[src/orx_pkg.sv]
/*
 * Package for the OR / return / rotate execution slice.
 * Assumes an 8-bit data path and a core-supplied operation select.
 */
package orx_pkg;
	// ==========================================
	// Widths
	localparam int DATA_W = 8;
	localparam int PC_W = 13;
	// ==========================================
	// Operation select codes
	typedef enum logic [2:0] {
		ORX_OP_NONE = 3'h0,
		ORX_OP_OR_IMM = 3'h1,
		ORX_OP_OR_MEM = 3'h2,
		ORX_OP_RET = 3'h3,
		ORX_OP_RET_LIT = 3'h4,
		ORX_OP_INT_RET = 3'h5,
		ORX_OP_ROT_LEFT = 3'h6
	} orx_op_e;
	// ==========================================
	// Reset values and bit positions
	localparam logic [DATA_W-1:0] ACC_RST = 8'h00;
	localparam logic [DATA_W-1:0] ZERO_BYTE = 8'h00;
	localparam int MSB_POS = 7;
	localparam int ROT_STEP = 1;
endpackage : orx_pkg
[src/orx_alu.sv]
/*
 * Combinational result unit: OR and rotate-left of one byte.
 * Assumes operands are stable for the executing cycle.
 */
`timescale 1ns/1ps
`default_nettype none
module orx_alu #(
	parameter int DW = orx_pkg::DATA_W
) (
	input wire logic [DW-1:0] acc_in, // Accumulator operand
	input wire logic [DW-1:0] opnd_in, // Immediate or memory operand
	output logic [DW-1:0] or_out, // Bitwise OR
	output logic [DW-1:0] rol_out, // Rotated operand
	output logic or_zero // OR result is zero
);
	// OR and rotate results
	always_comb begin
		or_out = acc_in | opnd_in;
		rol_out = {opnd_in[DW-1-orx_pkg::ROT_STEP:0], opnd_in[DW-1]};
		or_zero = (or_out == orx_pkg::ZERO_BYTE);
	end
endmodule : orx_alu
`default_nettype wire

[src/orx_exec.sv]
/*
 * Execution slice for OR, the return forms and rotate-left of memory.
 * Assumes decode presents one operation per cycle with exec_valid and that
 * the stack supplies the popped address combinationally on stack_top.
 */
`timescale 1ns/1ps
`default_nettype none
// Contract
// - OR immediate into accumulator; only zero flag changes.
// - OR memory byte with accumulator, write back to memory; accumulator kept.
// - Plain return pops stack into program counter; flags untouched.
// - Literal return pops program counter and loads accumulator with immediate.
// - Interrupt return pops program counter and sets global interrupt enable.
// - Pending interrupt after interrupt return is serviced before main program.
// - Rotate memory byte left, old bit 7 into bit 0, write back.
module orx_exec #(
	parameter int DW = orx_pkg::DATA_W,
	parameter int PW = orx_pkg::PC_W
) (
	input wire logic clk, // 20 MHz core clock
	input wire logic srst, // Synchronous reset, active high
	input wire logic exec_valid, // Operation present this cycle
	input wire logic [2:0] exec_op, // Operation select
	input wire logic [DW-1:0] imm_data, // Immediate byte
	input wire logic [DW-1:0] mem_rdata, // Addressed memory byte
	input wire logic [PW-1:0] stack_top, // Top stack entry
	input wire logic irq_pending, // Interrupt request pending
	output logic [DW-1:0] accumulator, // Accumulator
	output logic zero_flag, // Zero flag
	output logic [DW-1:0] mem_wdata, // Memory write data
	output logic mem_we, // Memory write pulse
	output logic stack_pop, // Stack pop pulse
	output logic pc_load, // Program counter load pulse
	output logic [PW-1:0] pc_value, // Program counter load value
	output logic global_interrupt_enable, // Master interrupt enable
	output logic irq_take // Take pending interrupt now
);
	// ==========================================
	// Datapath
	logic [DW-1:0] or_res;
	logic [DW-1:0] rol_res;
	logic or_z;
	orx_pkg::orx_op_e op;
	assign op = orx_pkg::orx_op_e'(exec_op);

	// OR / rotate unit
	orx_alu #(.DW(DW)) u_alu (
		.acc_in(accumulator),
		.opnd_in((op == orx_pkg::ORX_OP_OR_IMM) ? imm_data : mem_rdata),
		.or_out(or_res),
		.rol_out(rol_res),
		.or_zero(or_z)
	);

	// ==========================================
	// State
	logic [DW-1:0] acc_r, acc_nxt;
	logic z_r, z_nxt;
	logic [DW-1:0] wd_r, wd_nxt;
	logic we_r, we_nxt;
	logic pop_r, pop_nxt;
	logic pcl_r, pcl_nxt;
	logic [PW-1:0] pcv_r, pcv_nxt;
	logic gie_r, gie_nxt;
	logic take_r, take_nxt;

	// Next values per operation
	always_comb begin
		acc_nxt = acc_r;
		z_nxt = z_r;
		wd_nxt = wd_r;
		we_nxt = 1'b0;
		pop_nxt = 1'b0;
		pcl_nxt = 1'b0;
		pcv_nxt = pcv_r;
		gie_nxt = gie_r;
		take_nxt = 1'b0;
		if (exec_valid) begin
			unique case (op)
				orx_pkg::ORX_OP_OR_IMM: begin
					acc_nxt = or_res;
					z_nxt = or_z;
				end
				orx_pkg::ORX_OP_OR_MEM: begin
					wd_nxt = or_res;
					we_nxt = 1'b1;
					z_nxt = or_z;
				end
				orx_pkg::ORX_OP_RET: begin
					pop_nxt = 1'b1;
					pcl_nxt = 1'b1;
					pcv_nxt = stack_top;
				end
				orx_pkg::ORX_OP_RET_LIT: begin
					pop_nxt = 1'b1;
					pcl_nxt = 1'b1;
					pcv_nxt = stack_top;
					acc_nxt = imm_data;
				end
				orx_pkg::ORX_OP_INT_RET: begin
					pop_nxt = 1'b1;
					pcl_nxt = 1'b1;
					pcv_nxt = stack_top;
					gie_nxt = 1'b1;
					take_nxt = irq_pending;
				end
				orx_pkg::ORX_OP_ROT_LEFT: begin
					wd_nxt = rol_res;
					we_nxt = 1'b1;
				end
				default: begin
				end
			endcase
		end
	end

	// Registers
	always_ff @(posedge clk) begin
		if (srst) begin
			acc_r <= orx_pkg::ACC_RST;
			z_r <= 1'b0;
			wd_r <= orx_pkg::ZERO_BYTE;
			we_r <= 1'b0;
			pop_r <= 1'b0;
			pcl_r <= 1'b0;
			pcv_r <= '0;
			gie_r <= 1'b0;
			take_r <= 1'b0;
		end else begin
			acc_r <= acc_nxt;
			z_r <= z_nxt;
			wd_r <= wd_nxt;
			we_r <= we_nxt;
			pop_r <= pop_nxt;
			pcl_r <= pcl_nxt;
			pcv_r <= pcv_nxt;
			gie_r <= gie_nxt;
			take_r <= take_nxt;
		end
	end

	assign accumulator = acc_r;
	assign zero_flag = z_r;
	assign mem_wdata = wd_r;
	assign mem_we = we_r;
	assign stack_pop = pop_r;
	assign pc_load = pcl_r;
	assign pc_value = pcv_r;
	assign global_interrupt_enable = gie_r;
	assign irq_take = take_r;

	// ==========================================
	// Checks
	property p_or_imm;
		@(posedge clk) disable iff (srst)
		(exec_valid && op == orx_pkg::ORX_OP_OR_IMM) |=>
			accumulator == ($past(accumulator) | $past(imm_data)) && !mem_we;
	endproperty
	a_or_imm: assert property (p_or_imm) else $error("or imm wrong");
	property p_or_mem;
		@(posedge clk) disable iff (srst)
		(exec_valid && op == orx_pkg::ORX_OP_OR_MEM) |=> mem_we &&
			mem_wdata == ($past(accumulator) | $past(mem_rdata)) && $stable(accumulator);
	endproperty
	a_or_mem: assert property (p_or_mem) else $error("or mem wrong");
	property p_ret;
		@(posedge clk) disable iff (srst)
		(exec_valid && op == orx_pkg::ORX_OP_RET) |=> stack_pop && pc_load &&
			pc_value == $past(stack_top) && $stable(zero_flag);
	endproperty
	a_ret: assert property (p_ret) else $error("ret wrong");
	property p_ret_lit;
		@(posedge clk) disable iff (srst)
		(exec_valid && op == orx_pkg::ORX_OP_RET_LIT) |=> pc_load &&
			accumulator == $past(imm_data) && $stable(zero_flag);
	endproperty
	a_ret_lit: assert property (p_ret_lit) else $error("ret lit wrong");
	property p_int_ret;
		@(posedge clk) disable iff (srst)
		(exec_valid && op == orx_pkg::ORX_OP_INT_RET) |=> pc_load &&
			global_interrupt_enable && $stable(zero_flag);
	endproperty
	a_int_ret: assert property (p_int_ret) else $error("int ret wrong");
	property p_take;
		@(posedge clk) disable iff (srst)
		(exec_valid && op == orx_pkg::ORX_OP_INT_RET && irq_pending) |=> irq_take;
	endproperty
	a_take: assert property (p_take) else $error("pending irq lost");
	property p_rot;
		@(posedge clk) disable iff (srst)
		(exec_valid && op == orx_pkg::ORX_OP_ROT_LEFT) |=> mem_we &&
			mem_wdata == {$past(mem_rdata[orx_pkg::MSB_POS-1:0]),
			$past(mem_rdata[orx_pkg::MSB_POS])};
	endproperty
	a_rot: assert property (p_rot) else $error("rotate wrong");
	property p_zero;
		@(posedge clk) disable iff (srst)
		(exec_valid && (op == orx_pkg::ORX_OP_OR_IMM || op == orx_pkg::ORX_OP_OR_MEM))
			|=> zero_flag == (($past(accumulator) |
			($past(op == orx_pkg::ORX_OP_OR_IMM) ? $past(imm_data) : $past(mem_rdata)))
			== orx_pkg::ZERO_BYTE);
	endproperty
	a_zero: assert property (p_zero) else $error("zero flag wrong");
	// Idle or unknown code raises no pulse
	property p_refuse;
		@(posedge clk) disable iff (srst)
		(!exec_valid || op == orx_pkg::ORX_OP_NONE || exec_op > orx_pkg::ORX_OP_ROT_LEFT) |=>
			!mem_we && !stack_pop && !pc_load && !irq_take && $stable(accumulator);
	endproperty
	a_refuse: assert property (p_refuse) else $error("refused op acted");
	property p_no_flag;
		@(posedge clk) disable iff (srst)
		(exec_valid && op == orx_pkg::ORX_OP_ROT_LEFT) |=> $stable(zero_flag);
	endproperty
	a_no_flag: assert property (p_no_flag) else $error("rotate touched flag");
endmodule : orx_exec
`default_nettype wire

[config.mk]
export PLATFORM = sky130hd
export DESIGN_NAME = orx_exec
export DESIGN_NICKNAME = d
export VERILOG_FILES = /design/src/orx_pkg.sv /design/src/orx_alu.sv /design/src/orx_exec.sv
export SDC_FILE = /design/constraint.sdc
export NUM_CORES = 1
export LEC_CHECK = 0
export ABC_AREA = 1
export BUFFER_PORTS_ARGS = -buffer_cell sky130_fd_sc_hd__buf_2
export CAP_MARGIN = 20
export CORE_MARGIN = 3
export CORE_UTILIZATION = 45
export CTS_CLUSTER_DIAMETER = 40
export CTS_CLUSTER_SIZE = 25
export DETAILED_ROUTE_END_ITERATION = 16
export PLACE_DENSITY = 0.77
export SLEW_MARGIN = 20
export SYNTH_ARGS = -nofsm -noshare
export SYNTH_HDL_FRONTEND = slang
export SYNTH_SLANG_ARGS = --single-unit
[constraint.sdc]
create_clock -name clk -period 1.3 [get_ports clk]
set_clock_uncertainty 0.1 [all_clocks]
set_input_delay 0.195 -clock clk [delete_from_list [all_inputs] [get_ports clk]]
set_output_delay 0.195 -clock clk [all_outputs]
set_load 0.02 [all_outputs]
==> qor_table.md <==
| Metric | Reported | Unit |
|:---|:---|:---|
| Cell types with the largest area share after synthesis | sky130_fd_sc_hd__dfxtp_1, sky130_fd_sc_hd__nand2_1, sky130_fd_sc_hd__a21oi_1 | - |
| Number of pins exceeding their max-slew limit in the final report | 0 | - |
| Post-route clock period utilization | 0.969 | - |
| Netlist area before placement | 1600 | sq um |
| Path type of the worst min-delay path | input port to flop | - |
| Worst rel slew slack | 0.784 | - |
| Capturing instance or port of the critical path | accumulator[1] | - |
| Average footprint of a synthesized cell | 7.26 | sq um |
| Met2 routed wirelength | 1970 | microns |
| Clock latency of the later-clocked register in the worst-skew pair | 0.35 | ns |
| Worst R2R Path Depth | 4 | - |
| Rows | 21 | - |
| Distinct cell type count after synthesis | 27 | - |
| Global-route usage over all layers | 0.213 | - |
| Wire length of the first global-routing pass | 7160 | microns |
| Top layer used by detailed routing | met4 | - |
| Critical path launch point | accumulator[1] | - |
| Share of synthesized area occupied by flip-flops and latches | 0.424 | - |
| Remaining global-route overflow | 0 | - |
| Via count of the first global-routing pass | 1639 | - |
| Final setup TNS | 0 | ns |
| Number of antenna repair diodes | 0 | - |
| Cell taking the most area after synthesis | sky130_fd_sc_hd__dfxtp_1 | - |
| Vertical die dimension | 65.7 | microns |
| Clock buffer count from CTS | 5 | - |
| Post-route antenna net violation count | 0 | - |
| CTS root buffer | sky130_fd_sc_hd__clkbuf_4 | - |
| Kind of cell adding the most delay to the critical path | flip-flops | - |
| Fraction of post-synthesis cell area in the top cell type by area | 0.424 | - |
| Power per Cell Area | 1170 | nW/um^2 |
| Met3 wire length | 462 | microns |
| Critical path depth | 1 | - |
| Final standard cell area without fillers | 2290 | sq um |
| Worst-case clock buffer depth | 2 | - |
| Total Routed Length | 4450 | microns |
| Crit path kind | flop to output port | - |
| Synthesized flop and latch total | 34 | - |
| Die ar. | 4320 | sq um |
| Die width | 65.7 | microns |
| LEAKAGE | 0.00118 | uW |
| Port buffer count | 70 | - |
| Total cell area at the placement stage | 2130 | sq um |
| Cell with the largest stage delay on the worst path | sky130_fd_sc_hd__dfxtp_1 | - |
| Vias | 1829 | - |
| Outcome | finished clean | - |
| CP max FO | 3 | - |
| Async S/R FF share, synth | 0 | - |
| Setup repair bufs after CTS | 0 | - |
| Critical path buffer and inverter count | 1 | - |
| CTS H-Tree Depth | 2 | - |
| Routed wirelength normalized by instance count | 12.3 | microns |
| # setup viols final | 0 | - |
| Clock tree from TritonCTS | done | - |
| Peak supply drop | 0.580 | mV |
| Utilization after layout | 0.676 | - |
| Starting density of the core | 0.473 | - |
| Filler cell count in the final layout | 281 | - |
| Capture instance of the worst register-to-register path | zero_flag | - |
| Ratio of cells with drive above 1 in the final layout | 0.381 | - |
| Routed metal-1 wirelength | 1930 | microns |
| DRC errors left | 0 | - |
| Ys Warns | 0 | - |
| CTS clock-pin slew for the worst setup and hold paths | 0.12 | ns |
| Max incr delay on CP | 0.42 | ns |
| Number of detailed-routing iterations run before antenna repair | 4 | - |
| Critical path, cell by cell | buf_2 | - |
| Drt initial violations | 110 | - |
| Synthesis-to-layout area growth | 42.7 | % |
| Nets in the synthesized netlist | 257 | - |
| Leading register cell type out of synthesis | sky130_fd_sc_hd__dfxtp_1 | - |
| Most instantiated library cell after synthesis | sky130_fd_sc_hd__nand2_1 | - |
| Worst-Margin Slew | 0.322 | ns |
| Antenna violations before repair | 0 | - |
| RD Place Congestion | 0.961 | - |
| FF-to-FF setup slack | 0.18 | ns |
| Count of clock tree sinks | 34 | - |
| Element type at the critical path start | flop | - |
| Pin count of the biggest net entering global routing | 28 | - |
| Final count of hold timing violations | 0 | - |
| Ports placed on the boundary | 71 | - |
| Launch instance of the worst min-delay path | stack_top[11] | - |
| Count of max-cap constraint violations | 0 | - |
| Reg-to-Reg Start | accumulator[2] | - |
| Period minus WS final | 1.26 | ns |
| Final net count | 350 | - |
| EDFF count, synth | 0 | - |
| Post-synth top cells | sky130_fd_sc_hd__nand2_1, sky130_fd_sc_hd__dfxtp_1, sky130_fd_sc_hd__a21oi_1, sky130_fd_sc_hd__o21ai_0, sky130_fd_sc_hd__inv_1 | - |
| Vias per Instance | 5.07 | - |
| Critical Path Sink Type | output port | - |
| Required time at the worst-slack endpoint | 1.00 | ns |
| Core ar. | 3390 | sq um |
| Data arrival at the endpoint of the critical path | 0.97 | ns |
| Synthesized instance count | 221 | - |
| Peak clock frequency supported by timing | 794 | MHz |
| HPWL Detailed | 3330 | microns |
worst min-delay path by stage:
stage	cells after the start	end	slack, ns
2_1_floorplan	1	zero_flag	0.16
3_3_place_gp	2	pc_value[3]	0.33
3_5_place_dp	2	pc_value[6]	0.33
4_1_cts	3	pc_value[11]	0.004
5_1_grt	3	pc_value[11]	0.01
6_report	3	pc_value[11]	0.01
worst register-to-register path: stages, from the launching register on:
cell                       delay [ns]
sky130_fd_sc_hd__dfxtp_1         0.33
sky130_fd_sc_hd__nand3b_1        0.23
sky130_fd_sc_hd__nor2_1          0.17
sky130_fd_sc_hd__nand3_1         0.11
sky130_fd_sc_hd__a21oi_2         0.13
metrics by stage:
step / power (uW) / hold slack [ns] / setup WS (ns) / std cells
2_1_floorplan: 1450 / 0.157 / 0.0742 / 221
3_3_place_gp: 1670 / 0.328 / -0.105 / 350
3_5_place_dp: 1680 / 0.332 / -0.141 / 350
4_1_cts: 2680 / 0.00432 / 0.0273 / 361
5_1_grt: 2800 / 0.0129 / -0.0000329 / 361
6_report: 2670 / 0.0121 / 0.0399 / 361
logic make-up (layout without fill, tap and decap cells):
| group | count (synthesis) | count (layout) | synth area share |
|---|---|---|---|
| buffers and inverters | 38 | 132 | 0.105 |
| AND/OR/NAND/NOR | 75 | 75 | 0.222 |
| flip-flops | 34 | 34 | 0.424 |
| AO/OA/AOI/OAI | 74 | 74 | 0.248 |
registers in the layout, summed over array words and instances, names as in the netlist:
| signal | cells |
|---|---|
| pc_value | 13 |
| mem_we | 1 |
| mem_wdata | 8 |
| zero_flag | 1 |
| pc_load | 1 |
| irq_take | 1 |
| accumulator | 8 |
| global_interrupt_enable | 1 |
layer usage:
metal,global-route usage,vias to the layer above
li1,-,914
met2,0.338,92
met5,0,-
met1,0.270,813
met4,0.0777,0
met3,0.0650,10
area by class of cell:
type / count / area (sq um) / area share
clock buffer: 5 / 37.5 / 0.0164
clock inverter: 3 / 68.8 / 0.0301
inverter: 30 / 115 / 0.0503
multi-input combinational: 149 / 769 / 0.336
sequential: 34 / 681 / 0.297
tap: 46 / 57.6 / 0.0251
timing repair buffer: 94 / 561 / 0.245
placed cells by master, fill, tap and decap left out, types with 2 or more instances in the layout:
master and count:
sky130_fd_sc_hd__inv_2 2, sky130_fd_sc_hd__clkbuf_4 6, sky130_fd_sc_hd__inv_1 26, sky130_fd_sc_hd__nand3b_1 2, sky130_fd_sc_hd__nand2_1 42, sky130_fd_sc_hd__a21oi_2 2
sky130_fd_sc_hd__a31oi_1 8, sky130_fd_sc_hd__dlygate4sd3_1 3, sky130_fd_sc_hd__nor2_1 9, sky130_fd_sc_hd__nor2_2 5, sky130_fd_sc_hd__a21oi_1 29, sky130_fd_sc_hd__nand3_4 2
sky130_fd_sc_hd__dfxtp_1 34, sky130_fd_sc_hd__buf_6 2, sky130_fd_sc_hd__o21ai_0 29, sky130_fd_sc_hd__buf_2 69, sky130_fd_sc_hd__nand2_2 6, sky130_fd_sc_hd__o21ai_1 4
sky130_fd_sc_hd__bufinv_16 2, sky130_fd_sc_hd__nor2_4 2, sky130_fd_sc_hd__buf_4 18, sky130_fd_sc_hd__nand3_1 5
power by group:
group          total (uW)  leakage, uW  switching, uW  internal (uW)
registers            1140     0.000279           33.6           1100
logic                 540     0.000842            323            218
clock network         997    0.0000554            396            601
timing repair:
item | CTS | global route
endpoints found under the hold margin | 5 | 0
hold buffers | 3 | 0
gates resized for setup | 0 | 9
setup endpoints to repair | 0 | 14
(Power assumes the default switching activity.)
